**src/pll_consts.svh**
```systemverilog
// Constants shared by both ends of the loop configuration link
`ifndef PLL_CONSTS_SVH
`define PLL_CONSTS_SVH

// Device register addresses
`define CFG_ADDR      5'h04
`define STAT_ADDR     5'h09

// Configuration word field positions and the status word lock bit
`define BW_MSB        20
`define BW_LSB        16
`define EN_BIT        15
`define DIV_MSB       14
`define DIV_LSB       13
`define MUL_MSB       12
`define MUL_LSB       11
`define BIAS_MSB      10
`define BIAS_LSB      8
`define BAND_MSB      7
`define BAND_LSB      2
`define DRV_MSB       1
`define DRV_LSB       0
`define LOCK_BIT      3

// Field values
`define BAND_AUTO     6'h3f
`define BAND_MAX      6'h3e
`define BW_NOM        5'h0f
`define DRV_NOM       2'h3
`define BIAS_NOM      3'h3

// Controller register word indices
`define CTRL_IDX      2'h0
`define STAT_IDX      2'h1

// Timing
`define CORE_HZ       20000000
`define LOCK_WAIT_US  5000
`define LOCK_WAIT_CYC (`LOCK_WAIT_US * (`CORE_HZ / 1000000))
`define REF_HALF_CYC  2
`define SETTLE_EDGES  16
`define PIN_GUARD_CYC 4

`endif

```
**src/pll_pkg.sv**
```systemverilog
// Types shared by both ends of the loop configuration link
`default_nettype none
package pll_pkg;

  typedef logic [5:0] band_t;

  typedef enum logic [1:0] {
    DEV_IDLE,
    DEV_SEARCH,
    DEV_LOCKED
  } dev_state_e;

  typedef enum logic [2:0] {
    HOST_IDLE,
    HOST_CFG,
    HOST_POLL,
    HOST_READ,
    HOST_FIX
  } host_state_e;

endpackage : pll_pkg
`default_nettype wire
```
**src/pll_cfg_if.sv**
```systemverilog
// Control port and pins between the loop controller and the converter
`default_nettype none
interface pll_cfg_if (
  input wire logic clk
);
  logic        req;
  logic        we;
  logic [4:0]  addr;
  logic [31:0] wdata;
  logic [31:0] rdata;
  logic        ack;
  logic        ref_clk;
  logic        lock;

  modport host (
    output req,
    output we,
    output addr,
    output wdata,
    output ref_clk,
    input  rdata,
    input  ack,
    input  lock
  );

  modport dev (
    input  req,
    input  we,
    input  addr,
    input  wdata,
    input  ref_clk,
    output rdata,
    output ack,
    output lock
  );
endinterface : pll_cfg_if
`default_nettype wire

```
**src/pll_band_host.sv**
```systemverilog
// Controller end: programs the loop, runs band selection, fixes the band
`include "pll_consts.svh"
`default_nettype none
module pll_band_host #(
  parameter int LOCK_TIMEOUT = `LOCK_WAIT_CYC,
  parameter int REF_HALF     = `REF_HALF_CYC
) (
  // Clock and reset
  input  wire logic        CORE_CLK,
  input  wire logic        SYS_RST,
  // Avalon-MM slave
  input  wire logic [1:0]  AVS_ADDRESS,
  input  wire logic        AVS_READ,
  input  wire logic        AVS_WRITE,
  input  wire logic [31:0] AVS_WRITEDATA,
  input  wire logic [3:0]  AVS_BYTEENABLE,
  output logic [31:0]      AVS_READDATA,
  output logic             AVS_WAITREQUEST,
  // Control port and pins
  pll_cfg_if.host          LINK
);

  pll_pkg::host_state_e state_q;
  logic [1:0]           div_q;
  logic [1:0]           mul_q;
  logic [2:0]           ofs_q;
  logic                 start_q;
  logic                 done_q;
  logic                 fail_q;
  pll_pkg::band_t       rb_band_q;
  pll_pkg::band_t       fin_band_q;
  logic                 req_q;
  logic                 we_q;
  logic [4:0]           addr_q;
  logic [31:0]          wdata_q;
  logic                 ref_q;
  logic [7:0]           ref_cnt_q;
  logic                 lock_s1_q;
  logic                 lock_s2_q;
  logic [31:0]          tmo_q;
  logic                 bus_go;
  logic                 idle;

  // Configuration word with nominal tuning and the loop enabled
  function automatic logic [31:0] cfg_word(input pll_pkg::band_t band,
                                           input logic [1:0] dv,
                                           input logic [1:0] ml);
    logic [31:0] w;
    w = 32'h0;
    w[`BW_MSB:`BW_LSB]     = `BW_NOM;
    w[`DRV_MSB:`DRV_LSB]   = `DRV_NOM;
    w[`BIAS_MSB:`BIAS_LSB] = `BIAS_NOM;
    w[`EN_BIT]             = 1'b1;
    w[`DIV_MSB:`DIV_LSB]   = dv;
    w[`MUL_MSB:`MUL_LSB]   = ml;
    w[`BAND_MSB:`BAND_LSB] = band;
    cfg_word = w;
  endfunction : cfg_word

  // Readback plus signed offset, kept inside the fixed bands
  function automatic pll_pkg::band_t adjust(input pll_pkg::band_t rb,
                                            input logic [2:0] ofs);
    logic signed [7:0] sum;
    sum = $signed({2'b00, rb}) + $signed({{5{ofs[2]}}, ofs});
    if (sum < 0)
      adjust = 6'h0;
    else if (sum > $signed({2'b00, `BAND_MAX}))
      // never lands on the auto code
      adjust = `BAND_MAX;
    else
      adjust = sum[5:0];
  endfunction : adjust

  assign idle   = state_q == pll_pkg::HOST_IDLE;
  assign bus_go = (AVS_READ | AVS_WRITE) & AVS_WAITREQUEST;

  // Free-running reference clock from a divider
  always_ff @(posedge CORE_CLK)
  begin
    if (SYS_RST)
    begin
      ref_q     <= 1'b0;
      ref_cnt_q <= 8'h0;
    end
    // never gated, so the search never starves
    else if (ref_cnt_q == 8'(REF_HALF - 1))
    begin
      ref_q     <= ~ref_q;
      ref_cnt_q <= 8'h0;
    end
    else
      ref_cnt_q <= ref_cnt_q + 8'h1;
  end

  // Lock pin comes from the other party: two stages
  always_ff @(posedge CORE_CLK)
  begin
    if (SYS_RST)
    begin
      lock_s1_q <= 1'b0;
      lock_s2_q <= 1'b0;
    end
    else
    begin
      lock_s1_q <= LINK.lock;
      lock_s2_q <= lock_s1_q;
    end
  end

  // Avalon slave: answer one cycle after the request
  always_ff @(posedge CORE_CLK)
  begin
    if (SYS_RST)
    begin
      AVS_WAITREQUEST <= 1'b1;
      AVS_READDATA    <= 32'h0;
    end
    else if (bus_go)
    begin
      AVS_WAITREQUEST <= 1'b0;
      AVS_READDATA    <= 32'h0;
      if (AVS_READ && AVS_ADDRESS == `CTRL_IDX)
        AVS_READDATA <= {21'h0, ofs_q, 3'h0, mul_q, div_q, 1'b0};
      else if (AVS_READ && AVS_ADDRESS == `STAT_IDX)
        AVS_READDATA <= {10'h0, fin_band_q, 2'h0, rb_band_q,
                         4'h0, lock_s2_q, fail_q, done_q, ~idle};
    end
    else
      AVS_WAITREQUEST <= 1'b1;
  end

  // Control register; writes land where waitrequest is low
  always_ff @(posedge CORE_CLK)
  begin
    if (SYS_RST)
    begin
      div_q   <= 2'h0;
      mul_q   <= 2'h0;
      ofs_q   <= 3'h0;
      start_q <= 1'b0;
    end
    else
    begin
      start_q <= 1'b0;
      if (AVS_WRITE && !AVS_WAITREQUEST && AVS_ADDRESS == `CTRL_IDX)
      begin
        if (AVS_BYTEENABLE[0])
        begin
          div_q   <= AVS_WRITEDATA[2:1];
          mul_q   <= AVS_WRITEDATA[4:3];
          // Start ignored while a run is in progress
          start_q <= AVS_WRITEDATA[0] & idle;
        end
        if (AVS_BYTEENABLE[1])
          ofs_q <= AVS_WRITEDATA[10:8];
      end
    end
  end

  // Sequencer and link requests
  always_ff @(posedge CORE_CLK)
  begin
    if (SYS_RST)
    begin
      state_q    <= pll_pkg::HOST_IDLE;
      req_q      <= 1'b0;
      we_q       <= 1'b0;
      addr_q     <= 5'h0;
      wdata_q    <= 32'h0;
      done_q     <= 1'b0;
      fail_q     <= 1'b0;
      rb_band_q  <= 6'h0;
      fin_band_q <= 6'h0;
      tmo_q      <= 32'h0;
    end
    else
    begin
      unique case (state_q)
        pll_pkg::HOST_IDLE:
        begin
          if (start_q)
          begin
            done_q  <= 1'b0;
            fail_q  <= 1'b0;
            // ratios go out in the same word as the auto code
            req_q   <= 1'b1;
            we_q    <= 1'b1;
            addr_q  <= `CFG_ADDR;
            wdata_q <= cfg_word(`BAND_AUTO, div_q, mul_q);
            state_q <= pll_pkg::HOST_CFG;
          end
        end
        pll_pkg::HOST_CFG:
        begin
          if (LINK.ack)
          begin
            req_q   <= 1'b0;
            tmo_q   <= 32'h0;
            state_q <= pll_pkg::HOST_POLL;
          end
        end
        pll_pkg::HOST_POLL:
        begin
          tmo_q <= tmo_q + 32'h1;
          if (LINK.ack)
          begin
            req_q <= 1'b0;
            // status bit 3 counts as lock
            if (LINK.rdata[`LOCK_BIT])
              state_q <= pll_pkg::HOST_READ;
          end
          else if (!req_q)
          begin
            // pin trusted once the old lock has drained
            if (lock_s2_q && tmo_q >= 32'(`PIN_GUARD_CYC))
              state_q <= pll_pkg::HOST_READ;
            // give up after the lock interval
            else if (tmo_q >= 32'(LOCK_TIMEOUT - 1))
            begin
              fail_q  <= 1'b1;
              state_q <= pll_pkg::HOST_IDLE;
            end
            else
            begin
              req_q  <= 1'b1;
              we_q   <= 1'b0;
              addr_q <= `STAT_ADDR;
            end
          end
        end
        pll_pkg::HOST_READ:
        begin
          if (LINK.ack)
          begin
            req_q     <= 1'b0;
            // capture the band chosen by the search
            rb_band_q <= LINK.rdata[`BAND_MSB:`BAND_LSB];
            state_q   <= pll_pkg::HOST_FIX;
          end
          else if (!req_q)
          begin
            req_q  <= 1'b1;
            we_q   <= 1'b0;
            addr_q <= `CFG_ADDR;
          end
        end
        pll_pkg::HOST_FIX:
        begin
          if (LINK.ack)
          begin
            req_q   <= 1'b0;
            done_q  <= 1'b1;
            state_q <= pll_pkg::HOST_IDLE;
          end
          else if (!req_q)
          begin
            req_q      <= 1'b1;
            we_q       <= 1'b1;
            addr_q     <= `CFG_ADDR;
            // fix the band at readback plus offset
            fin_band_q <= adjust(rb_band_q, ofs_q);
            wdata_q    <= cfg_word(adjust(rb_band_q, ofs_q), div_q, mul_q);
          end
        end
        default:
          state_q <= pll_pkg::HOST_IDLE;
      endcase
    end
  end

  assign LINK.req     = req_q;
  assign LINK.we      = we_q;
  assign LINK.addr    = addr_q;
  assign LINK.wdata   = wdata_q;
  assign LINK.ref_clk = ref_q;

endmodule : pll_band_host
`default_nettype wire

```
**src/flat_wrapper.sv**
```systemverilog
// flat-port wrapper written by rule: the top's interface ports become plain ports
module pll_band_host_flat 
#(
  parameter int LOCK_TIMEOUT = `LOCK_WAIT_CYC,
  parameter int REF_HALF     = `REF_HALF_CYC
)
  (CORE_CLK, SYS_RST, AVS_ADDRESS, AVS_READ, AVS_WRITE, AVS_WRITEDATA, AVS_BYTEENABLE, AVS_READDATA, AVS_WAITREQUEST, clk, LINK_req, LINK_we, LINK_addr, LINK_wdata, LINK_ref_clk, LINK_rdata, LINK_ack, LINK_lock);
  pll_cfg_if LINK_i (.clk(clk));
  input  wire logic CORE_CLK;
  input  wire logic SYS_RST;
  input  wire logic [1:0] AVS_ADDRESS;
  input  wire logic AVS_READ;
  input  wire logic AVS_WRITE;
  input  wire logic [31:0] AVS_WRITEDATA;
  input  wire logic [3:0] AVS_BYTEENABLE;
  output logic [31:0] AVS_READDATA;
  output logic AVS_WAITREQUEST;
  input wire logic clk;
  output wire logic [$bits(LINK_i.req)-1:0] LINK_req;
  output wire logic [$bits(LINK_i.we)-1:0] LINK_we;
  output wire logic [$bits(LINK_i.addr)-1:0] LINK_addr;
  output wire logic [$bits(LINK_i.wdata)-1:0] LINK_wdata;
  output wire logic [$bits(LINK_i.ref_clk)-1:0] LINK_ref_clk;
  input wire logic [$bits(LINK_i.rdata)-1:0] LINK_rdata;
  input wire logic [$bits(LINK_i.ack)-1:0] LINK_ack;
  input wire logic [$bits(LINK_i.lock)-1:0] LINK_lock;
  assign LINK_req = LINK_i.req;
  assign LINK_we = LINK_i.we;
  assign LINK_addr = LINK_i.addr;
  assign LINK_wdata = LINK_i.wdata;
  assign LINK_ref_clk = LINK_i.ref_clk;
  assign LINK_i.rdata = LINK_rdata;
  assign LINK_i.ack = LINK_ack;
  assign LINK_i.lock = LINK_lock;
  pll_band_host #(.LOCK_TIMEOUT(LOCK_TIMEOUT), .REF_HALF(REF_HALF)) u_core (.CORE_CLK(CORE_CLK), .SYS_RST(SYS_RST), .AVS_ADDRESS(AVS_ADDRESS), .AVS_READ(AVS_READ), .AVS_WRITE(AVS_WRITE), .AVS_WRITEDATA(AVS_WRITEDATA), .AVS_BYTEENABLE(AVS_BYTEENABLE), .AVS_READDATA(AVS_READDATA), .AVS_WAITREQUEST(AVS_WAITREQUEST), .LINK(LINK_i));
endmodule
```
**config.mk**
```make
export PLATFORM = sky130hd
export DESIGN_NAME = pll_band_host_flat
export DESIGN_NICKNAME = d
export VERILOG_FILES = /design/src/pll_pkg.sv /design/src/pll_cfg_if.sv /design/src/pll_band_host.sv /design/src/flat_wrapper.sv
export VERILOG_INCLUDE_DIRS = /design/src /design/src/src
export SDC_FILE = /design/constraint.sdc
export NUM_CORES = 1
export LEC_CHECK = 0
export BUFFER_PORTS_ARGS = -buffer_cell sky130_fd_sc_hd__buf_2
export CORE_ASPECT_RATIO = 1.5
export CORE_MARGIN = 2
export CORE_UTILIZATION = 55
export CTS_CLUSTER_SIZE = 24
export DETAILED_ROUTE_END_ITERATION = 10
export PLACE_DENSITY = 0.87
export SETUP_SLACK_MARGIN = 0.15
export SLEW_MARGIN = 15
export SYNTH_ARGS = -nofsm -noshare
export SYNTH_HDL_FRONTEND = slang
export SYNTH_SLANG_ARGS = --single-unit
```
**constraint.sdc**
```tcl
create_clock -name CORE_CLK -period 3.8 [get_ports CORE_CLK]
set_input_delay 0.76 -clock CORE_CLK [delete_from_list [all_inputs] [get_ports CORE_CLK]]
set_output_delay 0.76 -clock CORE_CLK [all_outputs]
set_load 0.01 [all_outputs]
```
==> metrics.txt <==
HP Class=reg2reg; CTS max path bufs=2; fin. max-slew vios=0; Post-DP HPWL=~8000 um; max_slew headroom=between 30% and 40%; Clock transition at path regs=0.07 ns; Fin. Hold Viols=0; GRT Total Usage=23.9%; dpl cells=727; initial antenna violation count=0; Min Hold Slack=0.457 ns; synthesized area=~0.0050 mm^2; final worst slack=1.01 ns; #FFs+latches synth=101; # Max-Cap Violations=0; Post-synth EDFFs=0; cell count after synthesis=586; leading cell type in the layout, fill and taps excluded=dfxtp_1; Post-CTS Hold Buffers=0; CP Class=reg2reg; CTS Buf Count=9; synth unique cells=69; DIE HEIGHT=121 um; FF-to-FF path depth=6; syn avg cell area=~8.6 um^2; IO Port Bufs=66; post-route insts no fill=about 740; delay of the slowest cell on the worst path=0.64 ns; share of layout cells above drive strength 1=16.1%; Leakage Power=2.31 nW; Clock Skew=0.00758 ns; main flop type after synthesis=dfxtp_1; largest net degree at the start of global routing=59; critical-path maximum fanout=17; ant diodes=0; maximum vdd drop=0.308 mV; DR iter-0 viols=just over 300; Worst Path Arrival=3.07 ns; Hold Path Depth=2; Min-Delay Endpoint=u_core.fin_band_q[0]; first-pass GRT wire length=18,600 um; critical path buffer and inverter count=0; Setup crit start kind=flip-flop; DR WL/cell=15.6 um; Crit path max-delay family=simple AND/OR/NAND/NOR gates; Setup Fix Bufs, Post-CTS=0; clk root buf=clkbuf_16; Least-Margin Pin Slew=0.948 ns; via/cell ratio=just under 6; area taken by multi-input logic gates=0.00264 mm^2; die area=0.00992 mm^2; reg-to-reg endpoint=u_core.tmo_q[23]; Initial Util=56.8%; Worst EP required=4.08 ns; area grow syn2layout=10.3%; layout filler cell count=737; vias in the first global route=4,125; WL final=11,600 um; outcome=complete, no violations; Setup Viol. Count Final=0; overall power=2.18 mW; commonest cells after routing, fill and taps aside=101 x dfxtp_1, 82 x nor2_1, 66 x buf_2; CP Cell Sequence=or3b_1, or3_1, nor3_4, and3_1, mux2_2, nor2_1; H-tree depth=3; Final ANT Viol Nets=0; Seq/Total Area, Yosys=about 40%; unrepaired setup endpoints after global routing=false; Nets=717; RR Startpoint=u_core.state_q[1]; final worst path period need=between 2 and 3 ns; PD cells=~390 mW/mm^2; Fin Setup TNS=0 ns; cts repair resizes=0; Post-synth ARST share=0%; # rows=42; Vias=approximately 4,400; synth warn=0; Register Area=roughly 0.002 mm^2; Setup crit end kind=flip-flop; core area=0.00883 mm^2; GP Congestion=about 0.96; R2R setup slack=around 1 ns; fmax=approximately 360 MHz; Ports=150; dpl ws=approximately 1.0 ns; clk_lat worst skew=0.34 ns; CP max stage cell=dfxtp_1; TritonCTS Sinks=101; drt drc=0; Die X-Extent=82.0 um; hold_sp=u_core.fin_band_q[0]; cell count along the critical path=6; CTS tree=done; period utilization=73.4%; grt ovf=0; DR pass1 iterations=5
-- layer usage --
layer | GRT usage (%) | wire length, um
met2 | 42.9 | 6310
met1 | 26.4 | 4420
met4 | 12.0 | 370
met5 | 0 | 0
met3 | 3.57 | 501
-- metrics by stage --
step	utilization (%)	instance area [um^2]
floorplan	-	5120
global placement	58.9	5200
detailed placement	58.9	5200
CTS	62.7	5530
global route	62.7	5530
finish	62.7	5530
-- synthesized netlist by cell type, types with 8 or more instances --
cell	count	area [um^2]
a211oi_1	9	67.6
a21oi_1	26	130
a22oi_1	11	82.6
and3_1	8	50.1
buf_4	39	293
clkbuf_1	21	78.8
dfxtp_1	101	2020
ha_1	11	138
inv_1	15	56.3
mux2_2	8	90.1
mux2i_1	16	160
nand2_1	41	154
nand3_1	28	140
nand4_1	12	75.1
nor2_1	82	308
nor3_1	13	65.1
o21ai_0	16	80.1
or3_1	10	62.6
xor2_1	8	70.1
-- area by class of cell --
| type | count | area share [%] |
|---|---|---|
| clock inverters | 6 | 1.65 |
| multi-input cells | 432 | 47.6 |
| clock buffers | 10 | 4.32 |
| inverters | 15 | 1.02 |
| flip-flops and latches | 101 | 36.5 |
| well taps | 110 | 2.49 |
| repair buffers | 69 | 6.38 |
-- worst max-delay path by stage --
stage | from | to | slack, ns
3_5_place_dp | u_core.state_q[1] | u_core.tmo_q[23] | 1.05
6_report | u_core.state_q[1] | u_core.tmo_q[23] | 1.01
2_1_floorplan | LINK_ack | u_core.LINK.addr[0] | 1.55
4_1_cts | u_core.state_q[1] | u_core.tmo_q[23] | 1.02
3_3_place_gp | u_core.state_q[1] | u_core.tmo_q[23] | 1.11
5_1_grt | u_core.state_q[1] | u_core.tmo_q[23] | 0.83
-- worst min-delay path: stages (launching register included) --
cell	delay (ns)
dfxtp_1	0.31
nand2_1	0.05
a21oi_1	0.05
-- kinds of logic (layout without fill, tap and decap cells) --
logic type	after synthesis	in the layout	synth area share, %
buffers and inverters	82	100	9.43
other	1	30	0.0748
AND/OR/NAND/NOR	238	238	23.8
flip-flops	101	101	40.3
XOR/XNOR	11	11	1.92
AO/OA/AOI/OAI	116	116	16.1
adder cells (fa/ha/maj)	12	12	3.14
multiplexers	25	25	5.21
-- flip-flops by register name, indices dropped and copies added, names as in the netlist, 2 cells and up --
signal / flops
u_core.rb_band_q: 6
u_core.ref_cnt_q: 8
u_core.LINK.wdata: 11
u_core.tmo_q: 32
u_core.ofs_q: 3
u_core.AVS_READDATA: 17
u_core.state_q: 3
u_core.fin_band_q: 6
u_core.mul_q: 2
u_core.LINK.addr: 2
u_core.div_q: 2
-- where the power goes --
part	switching [mW]	internal (mW)
combinational	0.0685	0.0286
sequential	0.0112	1.07
clock	0.402	0.600
total	0.482	1.70
Note: power is estimated with default switching activity, not from simulation.
